==> src/common/acp_pkg.sv <==
// shared constants for the multiply-accumulate coprocessor datapath
package acp_pkg;
  localparam int HALF_W = 16;
  localparam int WORD_W = 32;
  localparam int MODE_W = 8;
  localparam int FLAG_W = 4;
  // mode codes
  localparam logic [MODE_W-1:0] MODE_CLEAR = 8'h00;
  localparam logic [MODE_W-1:0] MODE_INIT16 = 8'h01;
  localparam logic [MODE_W-1:0] MODE_INIT32 = 8'h02;
  localparam logic [MODE_W-1:0] MODE_READ_R0_LO = 8'h03;
  localparam logic [MODE_W-1:0] MODE_READ_R0_HI = 8'h13;
  localparam logic [MODE_W-1:0] MODE_READ_R1_LO = 8'h23;
  localparam logic [MODE_W-1:0] MODE_READ_R1_HI = 8'h33;
  localparam logic [MODE_W-1:0] MODE_MAC_U_LO = 8'h06;
  localparam logic [MODE_W-1:0] MODE_MAC_S_LO = 8'h07;
  localparam logic [MODE_W-1:0] MODE_MAC_U_HI = 8'h16;
  localparam logic [MODE_W-1:0] MODE_MAC_S_HI = 8'h17;
  localparam logic [MODE_W-1:0] MODE_RESET = 8'h00;
  // division family: low nibble 8 (unsigned) or 9 (signed), bit 5 picks quotient/remainder, bit 4 output half
  localparam logic [3:0] DIV_NIBBLE_U = 4'h8;
  localparam logic [3:0] DIV_NIBBLE_S = 4'h9;
  // output select field position within the mode value
  localparam int SEL_HALF_BIT = 4;
  localparam int SEL_REG_BIT = 5;
  localparam int SIGNED_BIT = 0;
  // condition_flag_group order: carry, overflow, zero, negative (msb first)
  localparam logic [FLAG_W-1:0] FLAGS_OVERFLOW = 4'b0100;
  localparam logic [FLAG_W-1:0] FLAGS_NONE = 4'b0000;
  // reset values
  localparam logic [WORD_W-1:0] RESULT_RESET = 32'h0000_0000;
  // restoring divider takes one cycle per quotient bit
  localparam int DIV_STEPS = WORD_W;
  localparam int CNT_W = 6;
  typedef enum logic [1:0] {ACP_IDLE, ACP_DIV, ACP_DIV_FIX} acp_state_t;
endpackage

==> src/hw/acp_core.sv <==
// multiply-accumulate coprocessor datapath with result registers and result-read modes
`timescale 1ns/100ps
// Notes on behaviour
// - accumulate mode adds operand product to result zero
// - clear mode zeroes both result registers at once
// - 16-bit init loads low half, clears top
// - 32-bit init loads first high, second low
// - 0x06 unsigned, 0x07 signed, return low half
// - 0x16/0x17 accumulate, return high half
// - overflow returns flag pattern 0b0100
// - only signed accumulation can report overflow
// - same-sign addends with opposite-sign sum overflow
// - overflow keeps stored accumulator for that operation only
// - clean accumulate, or load/operate outside read modes, clears overflow
// - 0x03/0x13 read low/high of result zero
// - 0x23/0x33 read low/high of result one
// - result-read returns zero flags, registers untouched
// - result registers hold value until overwritten
module acp_core
  import acp_pkg::*;
(
  input wire logic mclk,
  input wire logic sys_rst,
  input wire logic mode_set_valid,
  input wire logic [acp_pkg::MODE_W-1:0] mode_set_value,
  input wire logic load_valid,
  input wire logic [acp_pkg::HALF_W-1:0] load_first,
  input wire logic [acp_pkg::HALF_W-1:0] load_second,
  input wire logic operate_valid,
  input wire logic [acp_pkg::HALF_W-1:0] operate_first,
  input wire logic [acp_pkg::HALF_W-1:0] operate_second,
  output logic result_valid,
  output logic [acp_pkg::HALF_W-1:0] result_data,
  output logic [acp_pkg::FLAG_W-1:0] condition_flag_group,
  output logic overflow,
  output logic busy,
  output logic [acp_pkg::MODE_W-1:0] mode
);
  import acp_pkg::*;

  ////////////////////////////////////////////////////////////////////////////
  // helpers

  function automatic logic [HALF_W-1:0] pick_half(input logic [WORD_W-1:0] val, input logic hi);
    pick_half = hi ? val[WORD_W-1:HALF_W] : val[HALF_W-1:0];
  endfunction

  function automatic logic [WORD_W-1:0] magnitude(input logic [WORD_W-1:0] val, input logic use_sign);
    magnitude = (use_sign && val[WORD_W-1]) ? WORD_W'(-val) : val;
  endfunction

  ////////////////////////////////////////////////////////////////////////////
  // decode

  logic [WORD_W-1:0] result_reg_zero;
  logic [WORD_W-1:0] result_reg_one;
  acp_state_t state;
  logic is_mac;
  logic is_read;
  logic is_div;
  logic is_signed;
  logic take_mode;
  logic take_load;
  logic take_op;

  assign is_mac = (mode == MODE_MAC_U_LO) || (mode == MODE_MAC_S_LO)
                  || (mode == MODE_MAC_U_HI) || (mode == MODE_MAC_S_HI);
  assign is_read = (mode == MODE_READ_R0_LO) || (mode == MODE_READ_R0_HI)
                   || (mode == MODE_READ_R1_LO) || (mode == MODE_READ_R1_HI);
  assign is_div = (mode[7:6] == 2'b00)
                  && ((mode[3:0] == DIV_NIBBLE_U) || (mode[3:0] == DIV_NIBBLE_S));
  assign is_signed = mode[SIGNED_BIT];
  // transfers arriving outside ACP_IDLE are dropped; the host sees busy in both ACP_DIV and ACP_DIV_FIX
  assign take_mode = mode_set_valid && (state == ACP_IDLE);
  assign take_load = load_valid && (state == ACP_IDLE);
  assign take_op = operate_valid && (state == ACP_IDLE);

  ////////////////////////////////////////////////////////////////////////////
  // mode register

  always_ff @(posedge mclk)
  begin
    if (sys_rst)
      mode <= MODE_RESET;
    else if (take_mode)
      mode <= mode_set_value;
  end

  ////////////////////////////////////////////////////////////////////////////
  // multiply-accumulate arithmetic

  logic [WORD_W-1:0] product;
  logic [WORD_W-1:0] mac_sum;
  logic mac_ovf;
  logic [WORD_W-1:0] mac_kept;

  always_comb
  begin
    if (is_signed)
      product = WORD_W'($signed(operate_first) * $signed(operate_second));
    else
      product = WORD_W'(operate_first * operate_second);
    mac_sum = WORD_W'(result_reg_zero + product);
    // same-sign addends with a result of the other sign; unsigned never reports
    mac_ovf = is_signed && (product[WORD_W-1] == result_reg_zero[WORD_W-1])
              && (mac_sum[WORD_W-1] != product[WORD_W-1]);
    // on overflow the accumulator stays as it was
    mac_kept = mac_ovf ? result_reg_zero : mac_sum;
  end

  ////////////////////////////////////////////////////////////////////////////
  // divider (shares the result registers and the output select)

  logic [WORD_W:0] div_rem;
  logic [WORD_W-1:0] div_quo;
  logic [WORD_W-1:0] div_dvs;
  logic [CNT_W-1:0] div_cnt;
  logic div_neg_q;
  logic div_neg_r;
  logic [WORD_W:0] div_shift;
  logic [WORD_W:0] div_trial;
  logic [WORD_W-1:0] divisor_in;

  assign divisor_in = {operate_first, operate_second};
  assign div_shift = {div_rem[WORD_W-1:0], div_quo[WORD_W-1]};
  assign div_trial = div_shift - {1'b0, div_dvs};

  always_ff @(posedge mclk)
  begin
    if (sys_rst)
      state <= ACP_IDLE;
    else
      case (state)
        ACP_IDLE:
          if (take_op && is_div)
            state <= ACP_DIV;
        ACP_DIV:
          if (div_cnt == CNT_W'(DIV_STEPS - 1))
            state <= ACP_DIV_FIX;
        ACP_DIV_FIX:
          state <= ACP_IDLE;
        default:
          state <= ACP_IDLE;
      endcase
  end

  always_ff @(posedge mclk)
  begin
    if (sys_rst)
    begin
      div_rem <= '0;
      div_quo <= '0;
      div_dvs <= '0;
      div_cnt <= '0;
      div_neg_q <= 1'b0;
      div_neg_r <= 1'b0;
    end
    else if (state == ACP_IDLE && take_op && is_div)
    begin
      div_rem <= '0;
      div_quo <= magnitude(result_reg_zero, is_signed);
      div_dvs <= magnitude(divisor_in, is_signed);
      div_cnt <= '0;
      div_neg_q <= is_signed && (result_reg_zero[WORD_W-1] ^ divisor_in[WORD_W-1]);
      div_neg_r <= is_signed && result_reg_zero[WORD_W-1];
    end
    else if (state == ACP_DIV)
    begin
      div_cnt <= CNT_W'(div_cnt + 1'b1);
      if (!div_trial[WORD_W])
      begin
        div_rem <= div_trial;
        div_quo <= {div_quo[WORD_W-2:0], 1'b1};
      end
      else
      begin
        div_rem <= div_shift;
        div_quo <= {div_quo[WORD_W-2:0], 1'b0};
      end
    end
  end

  logic [WORD_W-1:0] quo_final;
  logic [WORD_W-1:0] rem_final;

  assign quo_final = div_neg_q ? WORD_W'(-div_quo) : div_quo;
  assign rem_final = div_neg_r ? WORD_W'(-div_rem[WORD_W-1:0]) : div_rem[WORD_W-1:0];

  always_ff @(posedge mclk)
  begin
    if (sys_rst)
      busy <= 1'b0;
    else
      busy <= (state == ACP_IDLE) ? (take_op && is_div) : (state == ACP_DIV);
  end

  ////////////////////////////////////////////////////////////////////////////
  // result registers; untouched in every case not listed, so they hold
  // their value for repeated reads

  always_ff @(posedge mclk)
  begin
    if (sys_rst)
    begin
      result_reg_zero <= RESULT_RESET;
      result_reg_one <= RESULT_RESET;
    end
    else if (take_mode && mode_set_value == MODE_CLEAR)
    begin
      result_reg_zero <= RESULT_RESET;
      result_reg_one <= RESULT_RESET;
    end
    else if (take_load && mode == MODE_INIT16)
      result_reg_zero <= {{HALF_W{1'b0}}, load_second};
    else if (take_load && mode == MODE_INIT32)
      result_reg_zero <= {load_first, load_second};
    else if (take_op && is_mac)
      result_reg_zero <= mac_kept;
    else if (state == ACP_DIV_FIX)
    begin
      result_reg_zero <= quo_final;
      result_reg_one <= rem_final;
    end
  end

  ////////////////////////////////////////////////////////////////////////////
  // overflow flag

  always_ff @(posedge mclk)
  begin
    if (sys_rst)
      overflow <= 1'b0;
    else if (take_op && is_mac)
      overflow <= mac_ovf;
    else if ((take_op || take_load) && !is_read)
      overflow <= 1'b0;
  end

  ////////////////////////////////////////////////////////////////////////////
  // returned half-word and flags, one cycle after the operate transfer, or after ACP_DIV_FIX for division

  always_ff @(posedge mclk)
  begin
    if (sys_rst)
    begin
      result_valid <= 1'b0;
      result_data <= '0;
      condition_flag_group <= FLAGS_NONE;
    end
    else
    begin
      result_valid <= 1'b0;
      if (take_op && is_mac)
      begin
        result_valid <= 1'b1;
        result_data <= pick_half(mac_kept, mode[SEL_HALF_BIT]);
        condition_flag_group <= mac_ovf ? FLAGS_OVERFLOW : FLAGS_NONE;
      end
      else if (take_op && is_read)
      begin
        result_valid <= 1'b1;
        result_data <= pick_half(mode[SEL_REG_BIT] ? result_reg_one : result_reg_zero,
                                 mode[SEL_HALF_BIT]);
        condition_flag_group <= FLAGS_NONE;
      end
      else if (take_op && !is_div)
      begin
        // operate in an init mode has nothing to compute; it echoes the low half
        result_valid <= 1'b1;
        result_data <= pick_half(result_reg_zero, 1'b0);
        condition_flag_group <= FLAGS_NONE;
      end
      else if (state == ACP_DIV_FIX)
      begin
        result_valid <= 1'b1;
        result_data <= pick_half(mode[SEL_REG_BIT] ? rem_final : quo_final, mode[SEL_HALF_BIT]);
        condition_flag_group <= FLAGS_NONE;
      end
    end
  end
endmodule

==> config.mk <==
export PLATFORM = sky130hd
export DESIGN_NAME = acp_core
export DESIGN_NICKNAME = d
export VERILOG_FILES = /design/src/common/acp_pkg.sv /design/src/hw/acp_core.sv
export SDC_FILE = /design/constraint.sdc
export NUM_CORES = 2
export LEC_CHECK = 0
export BUFFER_PORTS_ARGS = -buffer_cell sky130_fd_sc_hd__buf_2
export CORE_MARGIN = 5
export CORE_UTILIZATION = 59
export DETAILED_ROUTE_END_ITERATION = 12
export MAX_ROUTING_LAYER = met4
export PLACE_DENSITY = 0.8
export RECOVER_POWER = 50
export SLEW_MARGIN = 5
export SYNTH_ARGS = -nofsm -noshare
export SYNTH_HDL_FRONTEND = slang
export SYNTH_SLANG_ARGS = --single-unit
==> constraint.sdc <==
create_clock -name mclk -period 15.1 [get_ports mclk]
set_input_delay 0.755 -clock mclk [delete_from_list [all_inputs] [get_ports mclk]]
set_output_delay 0.755 -clock mclk [all_outputs]
set_load 0.01 [all_outputs]
# --- Yosys cells after proc, flatten, opt, wreduce, memory -nomap -nowiden ---
# Index checks and enable logic that the tools add are counted.
word_totals:
  word_cells: 128
  ff_bits: 201
op_classes:
  reduce_logical: 42
  mux: 38
  bitwise: 4
  multipliers: 2
  add_sub_neg: 7
  eq_ne: 19
ops:
  columns: ["operator", "n"]
  rows:
  - ["32-bit 2-to-1 mux", 14]
  - ["16-bit 2-to-1 mux", 8]
  - ["32-bit negator", 4]
  - ["16-bit by 16-bit multiplier with 32-bit output", 2]
  - ["33-bit by 32-bit subtractor with 33-bit output", 1]
  - ["32-bit adder", 1]
  - ["8-bit by 5-bit == test with 1-bit output (second input constant)", 3]
  - ["1-bit logical AND", 19]
  - ["8-bit by 2-bit == test with 1-bit output (second input constant)", 2]
  - ["8-bit by 3-bit == test with 1-bit output (second input constant)", 2]
  - ["8-bit by 6-bit == test with 1-bit output (second input constant)", 2]
  - ["4-bit 2-to-1 mux", 4]
  - ["4-bit == test (second input constant)", 2]
  - ["8-bit by 1-bit == test with 1-bit output (second input constant)", 1]
  - ["8-bit logical NOT", 1]
  - ["1-bit logical OR", 8]
  - ["1-bit 2-to-1 mux", 8]
  - ["4-bit nonzero test", 2]
  - ["6-bit by 1-bit adder with 6-bit output (second input constant)", 1]
  - ["6-bit by 5-bit == test with 1-bit output (second input constant)", 1]
  - ["2-bit logical NOT", 2]
  - ["2-bit 2-to-1 mux", 2]
  - ["2-bit one-hot mux with 2 select lines", 1]
  - ["4-bit AND reduction", 1]
  - ["other kinds (15)", 20]

# --- Longest topological paths before layout ---
depth:
  depth_word: 9
  depth_mapped: 41
  depth_no_buf: 37

# --- Worst setup path after synthesis ---
# No wires, ideal clock.
synth_timing:
  path_type: "input-to-reg"
  from: "input port operate_first[15] (netlist bit)"
  to: "register result_reg_zero[22]"
  stages: 39
  setup_ns: 0.123
  t_arrival_ns: 9.161
  path_slack_ns: 5.816
  cell_sequence: "clkbuf_1 clkbuf_1 nand2_1 inv_1 fa_1 inv_1 fa_1 inv_1 fa_1 fa_1 fa_1 inv_1 fa_1 inv_1 ha_1 a21o_1 a21o_1 a21oi_1 (+3 left out) o41ai_1 o21ai_0 nand2_1 o31a_1 o21bai_1 ha_1 a21oi_1 nand2_1 nor3_1 o211ai_1 nand4b_1 mux2_2 buf_2 buf_1 mux2i_1 nor2_1 a221oi_1 nor2_1"
synth_via:
  elab_chain_cells: 8
  word_cells_on_any_way: 11
  cone_classes: "add/sub (1); mul (2); eq/ne (2); mux (4); reduce/logical (2)"
synth_rtl:
  columns: ["item", "line_no", "text"]
  rows:
  - ["start: declaration", "acp_core.sv:30", "input wire logic [acp_pkg::HALF_W-1:0] operate_first,"]
  - ["16-bit by 16-bit multiplier with 32-bit output, on equally long branches", "acp_core.sv:102, acp_core.sv:100", null]
  - ["32-bit 2-to-1 mux (*)", "acp_core.sv:99", "if (is_signed)"]
  - ["32-bit adder or 1-bit == test (tied branches)", "acp_core.sv:103, acp_core.sv:105", null]
  - ["1-bit inequality test or 1-bit logical AND (tied branches)", "acp_core.sv:106, acp_core.sv:105", null]
  - ["1-bit logical AND", "acp_core.sv:106", "&& (mac_sum[WORD_W-1] != product[WORD_W-1]);"]
  - ["32-bit 2-to-1 mux (*)", "acp_core.sv:108", "mac_kept = mac_ovf ? result_reg_zero : mac_sum;"]
  - ["32-bit 2-to-1 mux (*)", "acp_core.sv:217", "else if (take_op && is_mac)"]
  - ["32-bit 2-to-1 mux (*)", "acp_core.sv:215", "else if (take_load && mode == MODE_INIT32)"]
  - ["end signal: assignment", "acp_core.sv:214", "result_reg_zero <= {{HALF_W{1'b0}}, load_second};"]
  - ["end signal: assignment", "acp_core.sv:216", "result_reg_zero <= {load_first, load_second};"]
  - ["end signal: assignment", "acp_core.sv:218", "result_reg_zero <= mac_kept;"]
  - ["end: declaration", "acp_core.sv:55", "logic [WORD_W-1:0] result_reg_zero;"]
# Every way passes the cells marked *; elsewhere a longest branch is shown, timed or not.
# A chain may end at the register's enable or synchronous reset.

# --- Final worst setup path ---
layout_timing:
  from: "input port operate_second[15] (netlist bit)"
  to: "register result_reg_zero[15]"
layout_via:
  elab_chain_cells: 9
  word_cells_on_any_way: 12
  cone_classes: "add/sub (1); mul (2); eq/ne (2); mux (5); reduce/logical (2)"
layout_rtl:
  columns: ["item", "line_no", "text"]
  rows:
  - ["start: declaration", "acp_core.sv:31", "input wire logic [acp_pkg::HALF_W-1:0] operate_second,"]
  - ["16-bit by 16-bit multiplier with 32-bit output, on equally long branches", "acp_core.sv:102, acp_core.sv:100", null]
  - ["32-bit 2-to-1 mux (*)", "acp_core.sv:99", null]
  - ["32-bit adder or 1-bit == test (tied branches)", "acp_core.sv:103, acp_core.sv:105", null]
  - ["1-bit inequality test or 1-bit logical AND (tied branches)", "acp_core.sv:106, acp_core.sv:105", null]
  - ["1-bit logical AND", "acp_core.sv:106", null]
  - ["32-bit 2-to-1 mux (*)", "acp_core.sv:108", null]
  - ["32-bit 2-to-1 mux (*)", "acp_core.sv:217", null]
  - ["32-bit 2-to-1 mux (*)", "acp_core.sv:215", null]
  - ["16-bit 2-to-1 mux (*)", "acp_core.sv:213", "else if (take_load && mode == MODE_INIT16)"]
# Marks and branches as above.

==> results.yml <==
status:
  outcome: "finished with violations"
  failed_checks: "capacitance limit, slew limit"
timing:
  fin_crit_sh: 0.695
  hold_viol: 0
  fin_tns_setup_ns: 0
  clock_skew_ns: 0.0146
  fmax_mhz: 95.3
  finalSetupViolations: 0
  relSlewSlack: -1.59
  slew_viol_final: 407
  rsz0062_at_grt: "false"
  worstMarginPinSlew_ns: 3.88
  period_needed_ns: 10.49
synth:
  synth-seq-cells: 198
  synth-edff-count: 0
  syn_avg_cell_area_um2: 8.24
  yosysMostFrequentCell: "inv_1"
  ys.flop_type: "dfxtp_1"
  synth_top_area_frac: 0.245
  synth_area_leader_cell: "fa_1"
  ys.warnings.count: 0
  netlist_area_um2: 29900
  netlist_top_cells_area: "fa_1 (24%), dfxtp_1 (13%), ha_1 (9.3%)"
  yosys-top-cells-count: "inv_1 (547), fa_1 (366), nand2_1 (351)"
  ys_async_sr_fraction: 0
  synth.distinct_cells: 85
  synth_seq_area_share: 0.132
  synthCells: 3634
floorplanning:
  initial_utilization: 0.597
  fp.dieArea_um2: 55400
  placementRows: 82
  ios: 108
  coreArea_um2: 50200
  die_height_um: 235
  die_w_um: 235
cells_and_area:
  syn_to_final_growth_pct: 4.38
  fin_nets: 4242
  num-fill-cells: 4326
  drive_gt1_frac: 0.0515
  fin_area_um2: 31300
critical_path:
  crit_buf_inv: 6
  cp.arrival_ns: 10.74
  required_ns: 15.35
  rr_worst_depth: 11
  timing.rr.end: "result_reg_zero[11]"
  critPathSlowestCell: "mux2i_1"
  start_kind: "primary input"
  r2r_setup_slack_ns: 7.69
  path_delay_family: "adder cells"
  crit_top_cell: "fa_1"
  cp_max_fo: 19
  cp-startpoint: "operate_second[15]"
  critPathKind: "primary input to flip-flop"
  cp-end-kind: "flip-flop"
  r2r_start: "mode[4]"
  critPathMaxStageDelay_ns: 1.05
route:
  drt-total-wl_um: 91300
  vias_per_cell: 6.20
  wire_per_inst_um: 21.4
  post-route-drc-count: 0
  drt_pre_antenna_iters: 7
  ant_nets: 0
  vias: 26456
  drt_iter0_drc: 3050
clock_tree:
  cts.sinks: 198
  ctsHoldBuffers: 0
  cts_buffers: 17
  cts_max_level: 4
  cts_resized: 0
  clkLatencyLatePin_ns: 0.46
  tritoncts: "yes"
  post_cts_buffers: 0
  clkSlewWorstSetupHoldPaths_ns: 0.08
  cts_buffer_depth: 2
  cts_root_buf: "clkbuf_16"
global_route:
  grt_overflow_total: 0
  grt_pass1_wl_um: 146000
  antenna_found_initial: 2
  grt_max_degree: 90
  grt_pass1_vias: 26445
  grtUsageTotal: 0.335
job:
  cap_violations: 9
worst_hold_path:
  hold_path_startpoint: "result_reg_one[16]"
  min_path_type: "flip-flop to flip-flop"
  min_to: "result_reg_one[16]"
  whs_path_depth: 2
place:
  dpl-instance-area_um2: 30700
  place_congestion: 1.02
  dp_hpwl_um: 71300
  place.port_buffers: 104
-- cell families after synthesis --
group,share of synthesized area
xor gates and xnor gates,0.0704
other,0.000125
AOI/OAI and AO/OA,0.175
buffers and inverters,0.0953
DFF,0.132
and+or+nand+nor,0.149
adders and majority gates,0.338
muxes,0.0397
-- worst max path at each step --
stage | endpoint | slack (ns) | depth (start not counted)
after floorplan | result_reg_zero[22] | 5.82 | 39
after global placement | result_reg_zero[15] | 4.77 | 35
after detailed placement | result_reg_zero[15] | 4.56 | 35
after CTS | result_reg_zero[15] | 5.01 | 35
after global routing | result_reg_zero[15] | 3.90 | 34
final | result_reg_zero[15] | 4.61 | 34
-- sequential cells by signal, indices dropped and copies added, names as in the netlist --
name	cells
busy	1
condition_flag_group	1
div_cnt	6
div_dvs	32
div_neg_q	1
div_neg_r	1
div_quo	32
div_rem	32
mode	8
overflow	1
result_data	16
result_reg_one	32
result_reg_zero	32
result_valid	1
state	2
-- through the flow --
stage | util | hold WS (ns) | worst slack [ns] | instances
2_1_floorplan | - | 0.432 | 5.82 | 3636
3_3_place_gp | 0.612 | 0.442 | 4.77 | 4229
3_5_place_dp | 0.612 | 0.447 | 4.56 | 4229
4_1_cts | 0.624 | 0.454 | 5.01 | 4261
5_1_grt | 0.623 | 0.483 | 3.90 | 4263
6_report | 0.623 | 0.461 | 4.61 | 4264
-- tightest hold or removal path: cells and delay by family (launching register included) --
family,cells,cell delay [ns]
compound gates,1,0.05
flops,1,0.31
simple gates,1,0.05
-- layout make-up --
class,instances,area [um2],share of cell area
clock buffer,19,453,0.0145
multi-input combinational,2687,23200,0.741
timing repair buffer,124,616,0.0197
clock inverter,13,146,0.00468
tap,672,841,0.0269
sequential,198,3970,0.127
antenna,3,7.51,0.000240
inverter,548,2060,0.0658
-- cells in the final DEF (no fill, tap or decap), types with 22 or more instances in the layout --
cell / synthesis / final
a211oi_1: 85 / 85
a21o_1: 51 / 51
a21oi_1: 221 / 221
a22oi_1: 39 / 39
and2_1: 123 / 121
buf_2: 4 / 78
clkbuf_1: 173 / 32
dfxtp_1: 198 / 196
fa_1: 366 / 366
ha_1: 223 / 223
inv_1: 547 / 547
mux2i_1: 52 / 52
mux4_2: 24 / 24
nand2_1: 351 / 351
nand3_1: 36 / 36
nor2_1: 254 / 253
nor3_1: 42 / 42
o21a_1: 28 / 28
o21ai_0: 183 / 183
o31ai_1: 30 / 30
or3_1: 22 / 22
xnor2_1: 104 / 104
xor2_1: 135 / 135
-- metal layers --
| layer | global-route usage | wire length, um | up-vias |
|---|---|---|---|
| met4 | 0.172 | 6000 | 0 |
| met3 | 0.0579 | 8280 | 365 |
| met2 | 0.533 | 41600 | 1392 |
| li1 | - | - | 11984 |
| met5 | - | 0 | - |
| met1 | 0.414 | 35400 | 12715 |
Power is not shown: default switching activity piles up to over one toggle a cycle in this logic, so the estimate is an artifact.
